## src/ctb_pkg.sv

```systemverilog
// Constants, register map and helper functions for the CAN transmit buffer control block
package ctb_pkg;

  localparam int NUM_BUF = 3;
  localparam int BUF_BYTES = 16;
  localparam int IDX_W = 6;

  // Register indices; the byte address on the bus is four times the index
  localparam logic [5:0] IDX_TX_FLAG = 6'h06;
  localparam logic [5:0] IDX_TX_IRQ_EN = 6'h07;
  localparam logic [5:0] IDX_ABORT_REQ = 6'h08;
  localparam logic [5:0] IDX_ABORT_ACK = 6'h09;
  localparam logic [5:0] IDX_BUF_SEL = 6'h0A;
  localparam logic [5:0] IDX_CTRL = 6'h10;
  localparam logic [5:0] IDX_IRQ_STATUS = 6'h11;
  localparam logic [5:0] IDX_IRQ_MASK = 6'h12;
  localparam logic [5:0] IDX_WIN_BASE = 6'h20;
  localparam logic [5:0] IDX_WIN_LAST = 6'h2F;

  // Control register fields
  localparam int CTRL_INIT_REQ_BIT = 0;
  localparam int CTRL_INIT_ACK_BIT = 1;

  // Event status fields
  localparam int IRQ_W = 7;
  localparam int IRQ_SENT_LSB = 0;
  localparam int IRQ_ABORT_LSB = 3;
  localparam int IRQ_BLOCKED_BIT = 6;

  // Reset values
  localparam logic [2:0] TXE_RST = 3'h7;
  localparam logic [2:0] IRQ_EN_RST = 3'h0;
  localparam logic [2:0] ABORT_REQ_RST = 3'h0;
  localparam logic [2:0] ABORT_ACK_RST = 3'h0;
  localparam logic [2:0] BUF_SEL_RST = 3'h0;
  localparam logic [6:0] IRQ_MASK_RST = 7'h00;

  // Keep only the lowest set bit
  function automatic logic [2:0] ctb_lowest_one(input logic [2:0] v);
    logic [2:0] r;
    r = 3'h0;
    if (v[0]) begin
      r = 3'h1;
    end else if (v[1]) begin
      r = 3'h2;
    end else if (v[2]) begin
      r = 3'h4;
    end
    return r;
  endfunction

  // Index of a one-hot buffer select
  function automatic logic [1:0] ctb_onehot_idx(input logic [2:0] v);
    logic [1:0] r;
    r = 2'h0;
    if (v[1]) begin
      r = 2'h1;
    end else if (v[2]) begin
      r = 2'h2;
    end
    return r;
  endfunction

endpackage

```

## src/ctb_tx_ctrl.sv

```systemverilog
// Transmit buffer control: empty flags, abort handling, buffer select and window access
// Function
// RQ1: The interrupt enable register at index 0x07 is held in reset in init mode and written only outside it; the code needs init request and ack both low.
// RQ2: Each buffer's enable bit lets its empty flag raise the transmit interrupt, a zero bit suppresses it.
// RQ3: The abort request register at index 0x08 is held in reset in init mode and written only outside it; the code needs init request and ack both low.
// RQ4: Software requests an abort only for a buffer that is scheduled, with its empty flag at zero.
// RQ5: An abort is granted only if the message has not started or its attempt failed by lost arbitration or error.
// RQ6: An aborted buffer gets its empty flag and abort acknowledge set and raises the interrupt when enabled.
// RQ7: Software cannot clear an abort request; it clears itself when the buffer's empty flag becomes set.
// RQ8: The abort acknowledge register at index 0x09 is held in reset in init mode and ignores writes.
// RQ9: An abort acknowledge flag shows whether the message was aborted and clears when the empty flag clears.
// RQ10: The buffer select register at index 0x0A is held in reset in init mode and written only outside it; the code needs init request and ack both low.
// RQ11: Only the lowest set select bit picks the windowed buffer, and a read shows that bit alone.
// RQ12: Window accesses to the selected buffer are blocked while that buffer is scheduled.
// RQ13: With no select bit set, no window access is permitted.
// RQ14: Software finds a free buffer by copying the transmit flag register into the select register.
// RQ15: An empty flag reads one for an empty buffer and zero when scheduled, and is set after a successful send.
// RQ16: Outside init mode writing one to an empty flag clears it and writing zero leaves it; the code accepts it only with init request and ack both low.
// RQ17: The transmit interrupt output is high while any buffer has both its empty flag and enable set.
//
// The implementer's own choice: the Wishbone slave port.
`timescale 1ns/1ps
module ctb_tx_ctrl
  import ctb_pkg::*;
(
  // Clock, reset, enable
  input wire logic clk_i,
  input wire logic rst_i,
  input wire logic ce_i,
  // Wishbone classic slave
  input wire logic wb_cyc_i,
  input wire logic wb_stb_i,
  input wire logic wb_we_i,
  input wire logic [7:0] wb_adr_i,
  input wire logic [3:0] wb_sel_i,
  input wire logic [31:0] wb_dat_i,
  output logic [31:0] wb_dat_o,
  output logic wb_ack_o,
  // Protocol engine
  input wire logic init_ack_i,
  input wire logic [2:0] tx_busy_i,
  input wire logic [2:0] tx_success_i,
  input wire logic [2:0] tx_fail_i,
  input wire logic [1:0] eng_rd_buf_i,
  input wire logic [3:0] eng_rd_addr_i,
  output logic [7:0] eng_rd_data_o,
  output logic [2:0] tx_pending_o,
  output logic [2:0] abort_grant_o,
  output logic init_request_o,
  // Interrupts
  output logic tx_irq_o,
  output logic irq_o
);

  logic ack_ff;
  logic [31:0] rdat_ff;
  logic init_request_ff;
  logic [2:0] txe_ff;
  logic [2:0] irq_en_ff;
  logic [2:0] abort_req_ff;
  logic [2:0] abort_ack_ff;
  logic [2:0] buf_sel_ff;
  logic tx_irq_ff;
  logic [2:0] abort_grant_ff;
  logic [2:0] tx_pending_ff;
  logic [7:0] eng_data_ff;

  logic init_mode;
  logic hold_rst;
  logic wr_ok;
  logic req;
  logic wr_commit;
  logic [5:0] idx;
  logic [7:0] wbyte;
  logic byte_wr;
  logic win_hit;
  logic [2:0] sel_low;
  logic [1:0] sel_idx;
  logic win_open;
  logic win_wr;
  logic blocked_evt;
  logic [2:0] grant;
  logic [2:0] nxt_txe;
  logic [2:0] nxt_abort_req;
  logic [2:0] nxt_abort_ack;
  logic [7:0] ram_rdata;
  logic [7:0] eng_data;
  logic [IRQ_W-1:0] irq_status;
  logic [IRQ_W-1:0] irq_mask;
  logic [IRQ_W-1:0] irq_evt;
  logic irq_unit_o;
  logic [31:0] rd_data;
  logic wr_tx_flag;
  logic wr_irq_en;
  logic wr_abort_req;
  logic wr_buf_sel;
  logic wr_ctrl;
  logic wr_irq_clr;
  logic wr_irq_mask;

  // Init mode needs both request and acknowledge; writes to the locked registers need both low
  assign init_mode = init_request_ff && init_ack_i;
  assign hold_rst = rst_i || init_mode;
  assign wr_ok = !init_request_ff && !init_ack_i;

  // Bus cycle: ack follows one cycle after the request and the write lands on the ack edge
  assign req = wb_cyc_i && wb_stb_i;
  assign wr_commit = req && wb_we_i && ack_ff;
  assign idx = wb_adr_i[7:2];
  assign wbyte = wb_dat_i[7:0];
  assign byte_wr = wr_commit && wb_sel_i[0];

  // Window selection
  assign sel_low = ctb_lowest_one(buf_sel_ff); // RQ11
  assign sel_idx = ctb_onehot_idx(sel_low);
  assign win_hit = (idx >= IDX_WIN_BASE) && (idx <= IDX_WIN_LAST);
  assign win_open = (|sel_low) && |(sel_low & txe_ff); // RQ12 RQ13
  assign win_wr = byte_wr && win_hit && win_open;
  // Report a refused window access once, on its ack edge
  assign blocked_evt = req && ack_ff && win_hit && !win_open;

  // One write strobe per register; the init-mode lock is folded into the
  // strobes of the locked registers so the flag logic below stays simple
  always_comb begin
    wr_tx_flag = 1'b0;
    wr_irq_en = 1'b0;
    wr_abort_req = 1'b0;
    wr_buf_sel = 1'b0;
    wr_ctrl = 1'b0;
    wr_irq_clr = 1'b0;
    wr_irq_mask = 1'b0;
    if (byte_wr && idx == IDX_TX_FLAG) begin
      wr_tx_flag = wr_ok; // RQ16
    end else if (byte_wr && idx == IDX_TX_IRQ_EN) begin
      wr_irq_en = wr_ok; // RQ1
    end else if (byte_wr && idx == IDX_ABORT_REQ) begin
      wr_abort_req = wr_ok; // RQ3
    end else if (byte_wr && idx == IDX_BUF_SEL) begin
      wr_buf_sel = wr_ok; // RQ10
    end else if (byte_wr && idx == IDX_CTRL) begin
      wr_ctrl = 1'b1;
    end else if (byte_wr && idx == IDX_IRQ_STATUS) begin
      wr_irq_clr = 1'b1;
    end else if (byte_wr && idx == IDX_IRQ_MASK) begin
      wr_irq_mask = 1'b1;
    end
  end

  // Abort is only granted before the frame starts or after a failed attempt;
  // a success in the same cycle wins so the buffer reports a sent message
  assign grant = abort_req_ff & ~txe_ff & (~tx_busy_i | tx_fail_i) & ~tx_success_i; // RQ5

  always_ff @(posedge clk_i) begin
    if (rst_i) begin
      ack_ff <= 1'b0;
    end else if (ce_i) begin
      ack_ff <= req && !ack_ff;
    end
  end

  always_ff @(posedge clk_i) begin
    if (rst_i) begin
      init_request_ff <= 1'b0;
    end else if (ce_i && wr_ctrl) begin
      init_request_ff <= wbyte[CTRL_INIT_REQ_BIT];
    end
  end

  // Empty flags: hardware sets win over a software clear in the same cycle
  always_comb begin
    nxt_txe = txe_ff;
    if (wr_tx_flag) begin
      nxt_txe = nxt_txe & ~wbyte[2:0]; // RQ16
    end
    nxt_txe = nxt_txe | tx_success_i | grant; // RQ15 RQ6
  end

  always_ff @(posedge clk_i) begin
    if (hold_rst) begin
      txe_ff <= TXE_RST;
    end else if (ce_i) begin
      txe_ff <= nxt_txe;
    end
  end

  always_ff @(posedge clk_i) begin
    if (hold_rst) begin
      irq_en_ff <= IRQ_EN_RST; // RQ1
    end else if (ce_i && wr_irq_en) begin
      irq_en_ff <= wbyte[2:0]; // RQ1
    end
  end

  // Abort requests: writes only set bits; the empty flag going high clears them
  always_comb begin
    nxt_abort_req = abort_req_ff;
    if (wr_abort_req) begin
      nxt_abort_req = nxt_abort_req | (wbyte[2:0] & ~txe_ff); // RQ3 RQ4
    end
    nxt_abort_req = nxt_abort_req & ~(nxt_txe & ~txe_ff); // RQ7
    nxt_abort_req = nxt_abort_req & ~txe_ff; // RQ7
  end

  always_ff @(posedge clk_i) begin
    if (hold_rst) begin
      abort_req_ff <= ABORT_REQ_RST; // RQ3
    end else if (ce_i) begin
      abort_req_ff <= nxt_abort_req;
    end
  end

  // Acknowledge flags ignore bus writes
  always_comb begin
    nxt_abort_ack = abort_ack_ff & nxt_txe; // RQ9
    nxt_abort_ack = nxt_abort_ack | grant; // RQ6
  end

  always_ff @(posedge clk_i) begin
    if (hold_rst) begin
      abort_ack_ff <= ABORT_ACK_RST; // RQ8
    end else if (ce_i) begin
      abort_ack_ff <= nxt_abort_ack; // RQ8
    end
  end

  // All three bits are stored; only the lowest one is visible and effective
  always_ff @(posedge clk_i) begin
    if (hold_rst) begin
      buf_sel_ff <= BUF_SEL_RST; // RQ10
    end else if (ce_i && wr_buf_sel) begin
      buf_sel_ff <= wbyte[2:0]; // RQ10
    end
  end

  // Outputs to the protocol engine
  always_ff @(posedge clk_i) begin
    if (hold_rst) begin
      abort_grant_ff <= 3'h0;
    end else if (ce_i) begin
      abort_grant_ff <= grant;
    end
  end

  always_ff @(posedge clk_i) begin
    if (hold_rst) begin
      tx_pending_ff <= ~TXE_RST;
    end else if (ce_i) begin
      tx_pending_ff <= ~nxt_txe;
    end
  end

  // Transmit interrupt is a level, registered from next-state flags
  always_ff @(posedge clk_i) begin
    if (hold_rst) begin
      tx_irq_ff <= 1'b0;
    end else if (ce_i) begin
      tx_irq_ff <= |(nxt_txe & irq_en_ff); // RQ2 RQ17 RQ6
    end
  end

  always_ff @(posedge clk_i) begin
    if (rst_i) begin
      eng_data_ff <= 8'h00;
    end else if (ce_i) begin
      eng_data_ff <= eng_data;
    end
  end

  ctb_msg_ram u_ram (
    .clk_i(clk_i),
    .ce_i(ce_i),
    .wr_en_i(win_wr),
    .buf_i(sel_idx),
    .addr_i(idx[3:0]),
    .wdata_i(wbyte),
    .rdata_o(ram_rdata),
    .eng_buf_i(eng_rd_buf_i),
    .eng_addr_i(eng_rd_addr_i),
    .eng_data_o(eng_data)
  );

  // Events: successful send per buffer, abort per buffer, refused window access
  assign irq_evt = {blocked_evt, grant, tx_success_i & ~txe_ff};

  ctb_irq_unit u_irq (
    .clk_i(clk_i),
    .rst_i(rst_i),
    .ce_i(ce_i),
    .evt_i(irq_evt),
    .clr_wr_i(wr_irq_clr),
    .mask_wr_i(wr_irq_mask),
    .wdata_i(wbyte[IRQ_W-1:0]),
    .status_o(irq_status),
    .mask_o(irq_mask),
    .irq_o(irq_unit_o)
  );

  // Read decode; unmapped indices and blocked window reads return zero
  always_comb begin
    rd_data = 32'h0000_0000;
    if (idx == IDX_TX_FLAG) begin
      rd_data[2:0] = txe_ff;
    end else if (idx == IDX_TX_IRQ_EN) begin
      rd_data[2:0] = irq_en_ff;
    end else if (idx == IDX_ABORT_REQ) begin
      rd_data[2:0] = abort_req_ff;
    end else if (idx == IDX_ABORT_ACK) begin
      rd_data[2:0] = abort_ack_ff;
    end else if (idx == IDX_BUF_SEL) begin
      rd_data[2:0] = sel_low; // RQ11
    end else if (idx == IDX_CTRL) begin
      rd_data[CTRL_INIT_REQ_BIT] = init_request_ff;
      rd_data[CTRL_INIT_ACK_BIT] = init_ack_i;
    end else if (idx == IDX_IRQ_STATUS) begin
      rd_data[IRQ_W-1:0] = irq_status;
    end else if (idx == IDX_IRQ_MASK) begin
      rd_data[IRQ_W-1:0] = irq_mask;
    end else if (win_hit && win_open) begin
      rd_data[7:0] = ram_rdata; // RQ12 RQ13
    end
  end

  // Read data is captured on the request edge and shown in the ack cycle only;
  // it drops with ack so a stale value never sits on the bus
  always_ff @(posedge clk_i) begin
    if (rst_i) begin
      rdat_ff <= 32'h0000_0000;
    end else if (ce_i) begin
      if (req && !ack_ff && !wb_we_i) begin
        rdat_ff <= rd_data;
      end else begin
        rdat_ff <= 32'h0000_0000;
      end
    end
  end

  assign wb_ack_o = ack_ff;
  assign wb_dat_o = rdat_ff;
  assign init_request_o = init_request_ff;
  assign tx_pending_o = tx_pending_ff;
  assign abort_grant_o = abort_grant_ff;
  assign eng_rd_data_o = eng_data_ff;
  assign tx_irq_o = tx_irq_ff;
  assign irq_o = irq_unit_o;

endmodule

```

## src/ctb_msg_ram.sv

```systemverilog
// Message storage for the three transmit buffers
`timescale 1ns/1ps
module ctb_msg_ram
  import ctb_pkg::*;
(
  // Clock
  input wire logic clk_i,
  input wire logic ce_i,
  // Bus write and read port
  input wire logic wr_en_i,
  input wire logic [1:0] buf_i,
  input wire logic [3:0] addr_i,
  input wire logic [7:0] wdata_i,
  output logic [7:0] rdata_o,
  // Protocol engine read port
  input wire logic [1:0] eng_buf_i,
  input wire logic [3:0] eng_addr_i,
  output logic [7:0] eng_data_o
);

  logic [7:0] mem [NUM_BUF*BUF_BYTES];
  logic [5:0] wr_ptr;
  logic [5:0] eng_ptr;

  // Buffer n occupies bytes n*16 .. n*16+15
  assign wr_ptr = {buf_i, addr_i};
  assign eng_ptr = {eng_buf_i, eng_addr_i};

  always_ff @(posedge clk_i) begin
    if (ce_i && wr_en_i) begin
      mem[wr_ptr] <= wdata_i;
    end
  end

  // Contents are not reset, so reads are combinational and the caller registers them
  assign rdata_o = (wr_ptr < 6'(NUM_BUF * BUF_BYTES)) ? mem[wr_ptr] : 8'h00;
  assign eng_data_o = (eng_ptr < 6'(NUM_BUF * BUF_BYTES)) ? mem[eng_ptr] : 8'h00;

endmodule

```

## src/ctb_irq_unit.sv

```systemverilog
// Sticky event status, mask and level interrupt
`timescale 1ns/1ps
module ctb_irq_unit
  import ctb_pkg::*;
(
  // Clock and reset
  input wire logic clk_i,
  input wire logic rst_i,
  input wire logic ce_i,
  // Events and software access
  input wire logic [IRQ_W-1:0] evt_i,
  input wire logic clr_wr_i,
  input wire logic mask_wr_i,
  input wire logic [IRQ_W-1:0] wdata_i,
  // State
  output logic [IRQ_W-1:0] status_o,
  output logic [IRQ_W-1:0] mask_o,
  output logic irq_o
);

  logic [IRQ_W-1:0] status_ff;
  logic [IRQ_W-1:0] mask_ff;
  logic irq_ff;
  logic [IRQ_W-1:0] nxt_status;

  // A new event beats a write-one-to-clear in the same cycle
  always_comb begin
    nxt_status = status_ff;
    if (clr_wr_i) begin
      nxt_status = nxt_status & ~wdata_i;
    end
    nxt_status = nxt_status | evt_i;
  end

  always_ff @(posedge clk_i) begin
    if (rst_i) begin
      status_ff <= '0;
    end else if (ce_i) begin
      status_ff <= nxt_status;
    end
  end

  always_ff @(posedge clk_i) begin
    if (rst_i) begin
      mask_ff <= IRQ_MASK_RST;
    end else if (ce_i && mask_wr_i) begin
      mask_ff <= wdata_i;
    end
  end

  always_ff @(posedge clk_i) begin
    if (rst_i) begin
      irq_ff <= 1'b0;
    end else if (ce_i) begin
      irq_ff <= |(nxt_status & mask_ff);
    end
  end

  assign status_o = status_ff;
  assign mask_o = mask_ff;
  assign irq_o = irq_ff;

endmodule

```

## config.mk

```make
export PLATFORM = sky130hd
export DESIGN_NAME = ctb_tx_ctrl
export DESIGN_NICKNAME = d
export VERILOG_FILES = /design/src/ctb_pkg.sv /design/src/ctb_tx_ctrl.sv /design/src/ctb_msg_ram.sv /design/src/ctb_irq_unit.sv
export SDC_FILE = /design/constraint.sdc
export NUM_CORES = 1
export LEC_CHECK = 0
export ABC_AREA = 1
export BUFFER_PORTS_ARGS = -buffer_cell sky130_fd_sc_hd__buf_4
export CAP_MARGIN = 20
export CORE_ASPECT_RATIO = 0.7
export CORE_MARGIN = 8
export CORE_UTILIZATION = 50
export CTS_BUF_LIST = sky130_fd_sc_hd__clkbuf_8
export DETAILED_ROUTE_END_ITERATION = 12
export PLACE_DENSITY = 0.66
export SYNTH_ARGS = -nofsm -noshare
export SYNTH_HDL_FRONTEND = slang
export SYNTH_SLANG_ARGS = --single-unit
```

## constraint.sdc

```tcl
create_clock -name clk_i -period 2.5 [get_ports clk_i]
set_clock_uncertainty 0.05 [all_clocks]
set_input_delay 0.25 -clock clk_i [delete_from_list [all_inputs] [get_ports clk_i]]
set_output_delay 0.25 -clock clk_i [all_outputs]
set_load 0.01 [all_outputs]
```

==> impl_metrics.env <==
export IMPL_yosysSeqAreaShare=0.597
export IMPL_viasPerCell=6.31
export IMPL_placed_area_um2=23300
export IMPL_htree_levels=3
export IMPL_grt_pass1_wl_mm=109
export IMPL_reg2reg_depth=9
export IMPL_grt_max_degree=64
export IMPL_yosysUniqueCellTypes=44
export IMPL_drt_iter0_drc=2861
export IMPL_pwr_density_cell_nw_per_um2=618
export IMPL_layout_drive_gt1_share=0.147
export IMPL_drv_cap=0
export IMPL_place_congestion=0.923
export IMPL_root_buffer="clkbuf_8"
export IMPL_ios=116
export IMPL_initial_utilization=0.503
export IMPL_yosysWarnings=0
export IMPL_peakVddDrop_mv=0.496
export IMPL_die_y_um=188
export IMPL_cts_tree="yes"
export IMPL_p_leak_nw=9.17
export IMPL_insertion_delay_ns=0.63
export IMPL_crit_required_ns=2.77
export IMPL_antenna_found_initial=1
export IMPL_slew_headroom=0.573
export IMPL_rows=63
export IMPL_die_w_um=262
export IMPL_synthCells=2207
export IMPL_synth_seq_cells=439
export IMPL_synth_main_ff_cell="edfxtp_1"
export IMPL_vias=18870
export IMPL_antenna_cells=0
export IMPL_final_max_slew_viol_count=0
export IMPL_preCtsSetupSlack_ns=0.0256
export IMPL_grt_usage=0.292
export IMPL_rrSetupSlack_ns=0.09
export IMPL_stdcell_area_um2=24800
export IMPL_synth_avg_cell_area_um2=9.58
export IMPL_synth_area_um2=21200
export IMPL_total_power_w=0.0153
export IMPL_hold_viol_final=0
export IMPL_drc_errors=0
export IMPL_r2r_start="txe_ff[1]"
export IMPL_dp_hpwl_mm=47.7
export IMPL_die_area_um2=49200
export IMPL_firstDrtPassIters=6
export IMPL_cp_endpoint="u_ram.mem[31][3]"
export IMPL_fin_nets=2455
export IMPL_whs_ns=0.0449
export IMPL_criticalPathCategory="flop to flop"
export IMPL_grt_setup_unrepaired="true"
export IMPL_setup_viol=0
export IMPL_core_um2=42000
export IMPL_end_kind="flop"
export IMPL_path_max_fanout=8
export IMPL_grt_pass1_vias=18212
export IMPL_cts_num_sinks=439
export IMPL_grt_ovfl_total=0
export IMPL_hp_start="wb_dat_i[2]"
export IMPL_synth_async_reset_ratio=0
export IMPL_cp_startpoint="txe_ff[1]"
export IMPL_final_antenna_net_count=0
export IMPL_clock_fmax_mhz=415
export IMPL_post_drt_wl_per_cell_um=24.6
export IMPL_cp_arrival_ns=2.67
export IMPL_outcome="completed"
export IMPL_area_growth_pct=17.2
export IMPL_start_kind="flop"
export IMPL_clkTransAtPathRegs_ns=0.06
export IMPL_r2r_end="u_ram.mem[31][3]"
export IMPL_post_route_min_period_ns=2.41
export IMPL_wl_mm=73.5
export IMPL_synth_edff_count=384
export IMPL_tightest_slew_ns=0.640
export IMPL_numPortBuffers=62
export IMPL_hp_class="primary input to flop"
export IMPL_cts_buffer_depth=3
export IMPL_cts_buffers=70
export IMPL_fin_crit_sh=0.963
export IMPL_worst_slack_ns=0.0920
-- layer usage --
layer / GRT usage / part of all wire / up-vias
li1: - / - / 8262
met1: 0.410 / 0.40 / 9009
met2: 0.431 / 0.44 / 1413
met3: 0.0843 / 0.13 / 184
met4: 0.0987 / 0.030 / 2
met5: 0 / 0.00018 / -
-- worst max-delay path, cell delays in order (launching register included) --
cell and delay, ns:
dfxtp_1 0.35, inv_1 0.14, o221ai_2 0.24, and3_1 0.21
inv_1 0.09, nor3_4 0.22, buf_6 0.17, nand2_1 0.23
nor2_1 0.17, buf_4 0.23
-- worst min-delay path by stage --
stage	endpoint	slack [ns]	cells after the start
floorplan	u_ram.mem[0][0]	0.30	0
global placement	wb_dat_o[7]	0.41	2
detailed placement	tx_pending_o[0]	0.41	2
CTS	u_irq.mask_o[2]	0.00007	3
global route	u_irq.mask_o[2]	0.02	3
finish	u_irq.mask_o[2]	0.04	3
-- registers in the layout, summed over array words and instances (netlist names), 3 cells and up --
name and flops:
abort_ack_ff 3, irq_en_ff 3, eng_rd_data_o 8, txe_ff 3
u_irq.status_o 7, u_irq.mask_o 7, wb_dat_o 8, abort_grant_o 3
abort_req_ff 3, buf_sel_ff 3, u_ram.mem 384, tx_pending_o 3
-- cells by family after synthesis --
logic type,share of synthesized area
other cells,0.000177
buf+inv,0.0625
compound gates,0.170
flops,0.597
simple gates,0.170
-- power by group --
part | internal (W) | switching [W] | total (W)
clock | 0.00296 | 0.00284 | 0.00580
combinational | 0.000487 | 0.00105 | 0.00154
sequential | 0.00797 | 0.0000108 | 0.00798
total | 0.0114 | 0.00390 | 0.0153
-- cell usage after synthesis (2+ instances only) --
| cell type | number | share of area |
|---|---|---|
| edfxtp_1 | 384 | 0.55 |
| nand2_1 | 363 | 0.064 |
| nor2_1 | 291 | 0.052 |
| o21ai_0 | 239 | 0.057 |
| nand3_1 | 146 | 0.035 |
| a21oi_1 | 133 | 0.031 |
| inv_1 | 131 | 0.023 |
| clkbuf_1 | 86 | 0.015 |
| a22oi_1 | 68 | 0.024 |
| dfxtp_1 | 55 | 0.052 |
| o221ai_1 | 49 | 0.020 |
| buf_2 | 44 | 0.010 |
| o211ai_1 | 41 | 0.015 |
| nand4_1 | 33 | 0.0098 |
| buf_4 | 30 | 0.011 |
| o22ai_1 | 19 | 0.0056 |
| a211oi_1 | 13 | 0.0046 |
| nor3_1 | 12 | 0.0028 |
| buf_1 | 8 | 0.0014 |
| a221oi_1 | 7 | 0.0029 |
| o2111ai_1 | 6 | 0.0025 |
| a31oi_1 | 5 | 0.0015 |
| a41oi_1 | 4 | 0.0017 |
| inv_2 | 4 | 0.00071 |
| o21ai_1 | 4 | 0.00095 |
| a32oi_1 | 3 | 0.0012 |
| and3_1 | 3 | 0.00089 |
| clkinv_1 | 3 | 0.00053 |
| nor3_2 | 3 | 0.0014 |
| nor4_1 | 3 | 0.00089 |
| nand2_2 | 2 | 0.00059 |
| nor2_2 | 2 | 0.00059 |
| o31ai_1 | 2 | 0.00071 |
-- per-stage QoR --
step | setup TNS (ns) | cells | utilization
finish | 0 | 2992 | 0.590
global route | -0.963 | 2992 | 0.590
CTS | 0 | 2991 | 0.589
detailed placement | 0 | 2854 | 0.555
global placement | 0 | 2854 | 0.555
floorplan | -1.79 | 2230 | -
-- cell type report --
| class | count | area [um^2] |
|---|---|---|
| clock buffer | 71 | 977 |
| clock inverter | 52 | 303 |
| fill | 3481 | 17200 |
| inverter | 139 | 531 |
| multi-input combinational | 1484 | 7350 |
| sequential | 439 | 12600 |
| tap | 552 | 691 |
| timing repair buffer | 255 | 2310 |
-- layout by cell type, fill, tap and decap left out, types with 10 or more instances in the layout --
master and instances:
clkinv_1 11, edfxtp_1 384, a22oi_1 68, clkbuf_8 71
nand2_1 363, dlygate4sd3_1 14, nand4_1 33, dfxtp_1 54
o22ai_1 19, nor2_1 286, nor3_1 10, a211oi_1 13
o21ai_0 239, buf_12 28, nand3_1 142, o211ai_1 41
a21oi_1 133, inv_1 158, o221ai_1 48, buf_4 209
conb_1 24
-- timing repair --
item,CTS,global route
endpoints found under the setup margin,0,189
hold endpoints to repair,28,0
hold buffers,14,0
buffers inserted,0,0
gates resized for setup,0,16
Note: power is estimated with default switching activity, not from simulation.
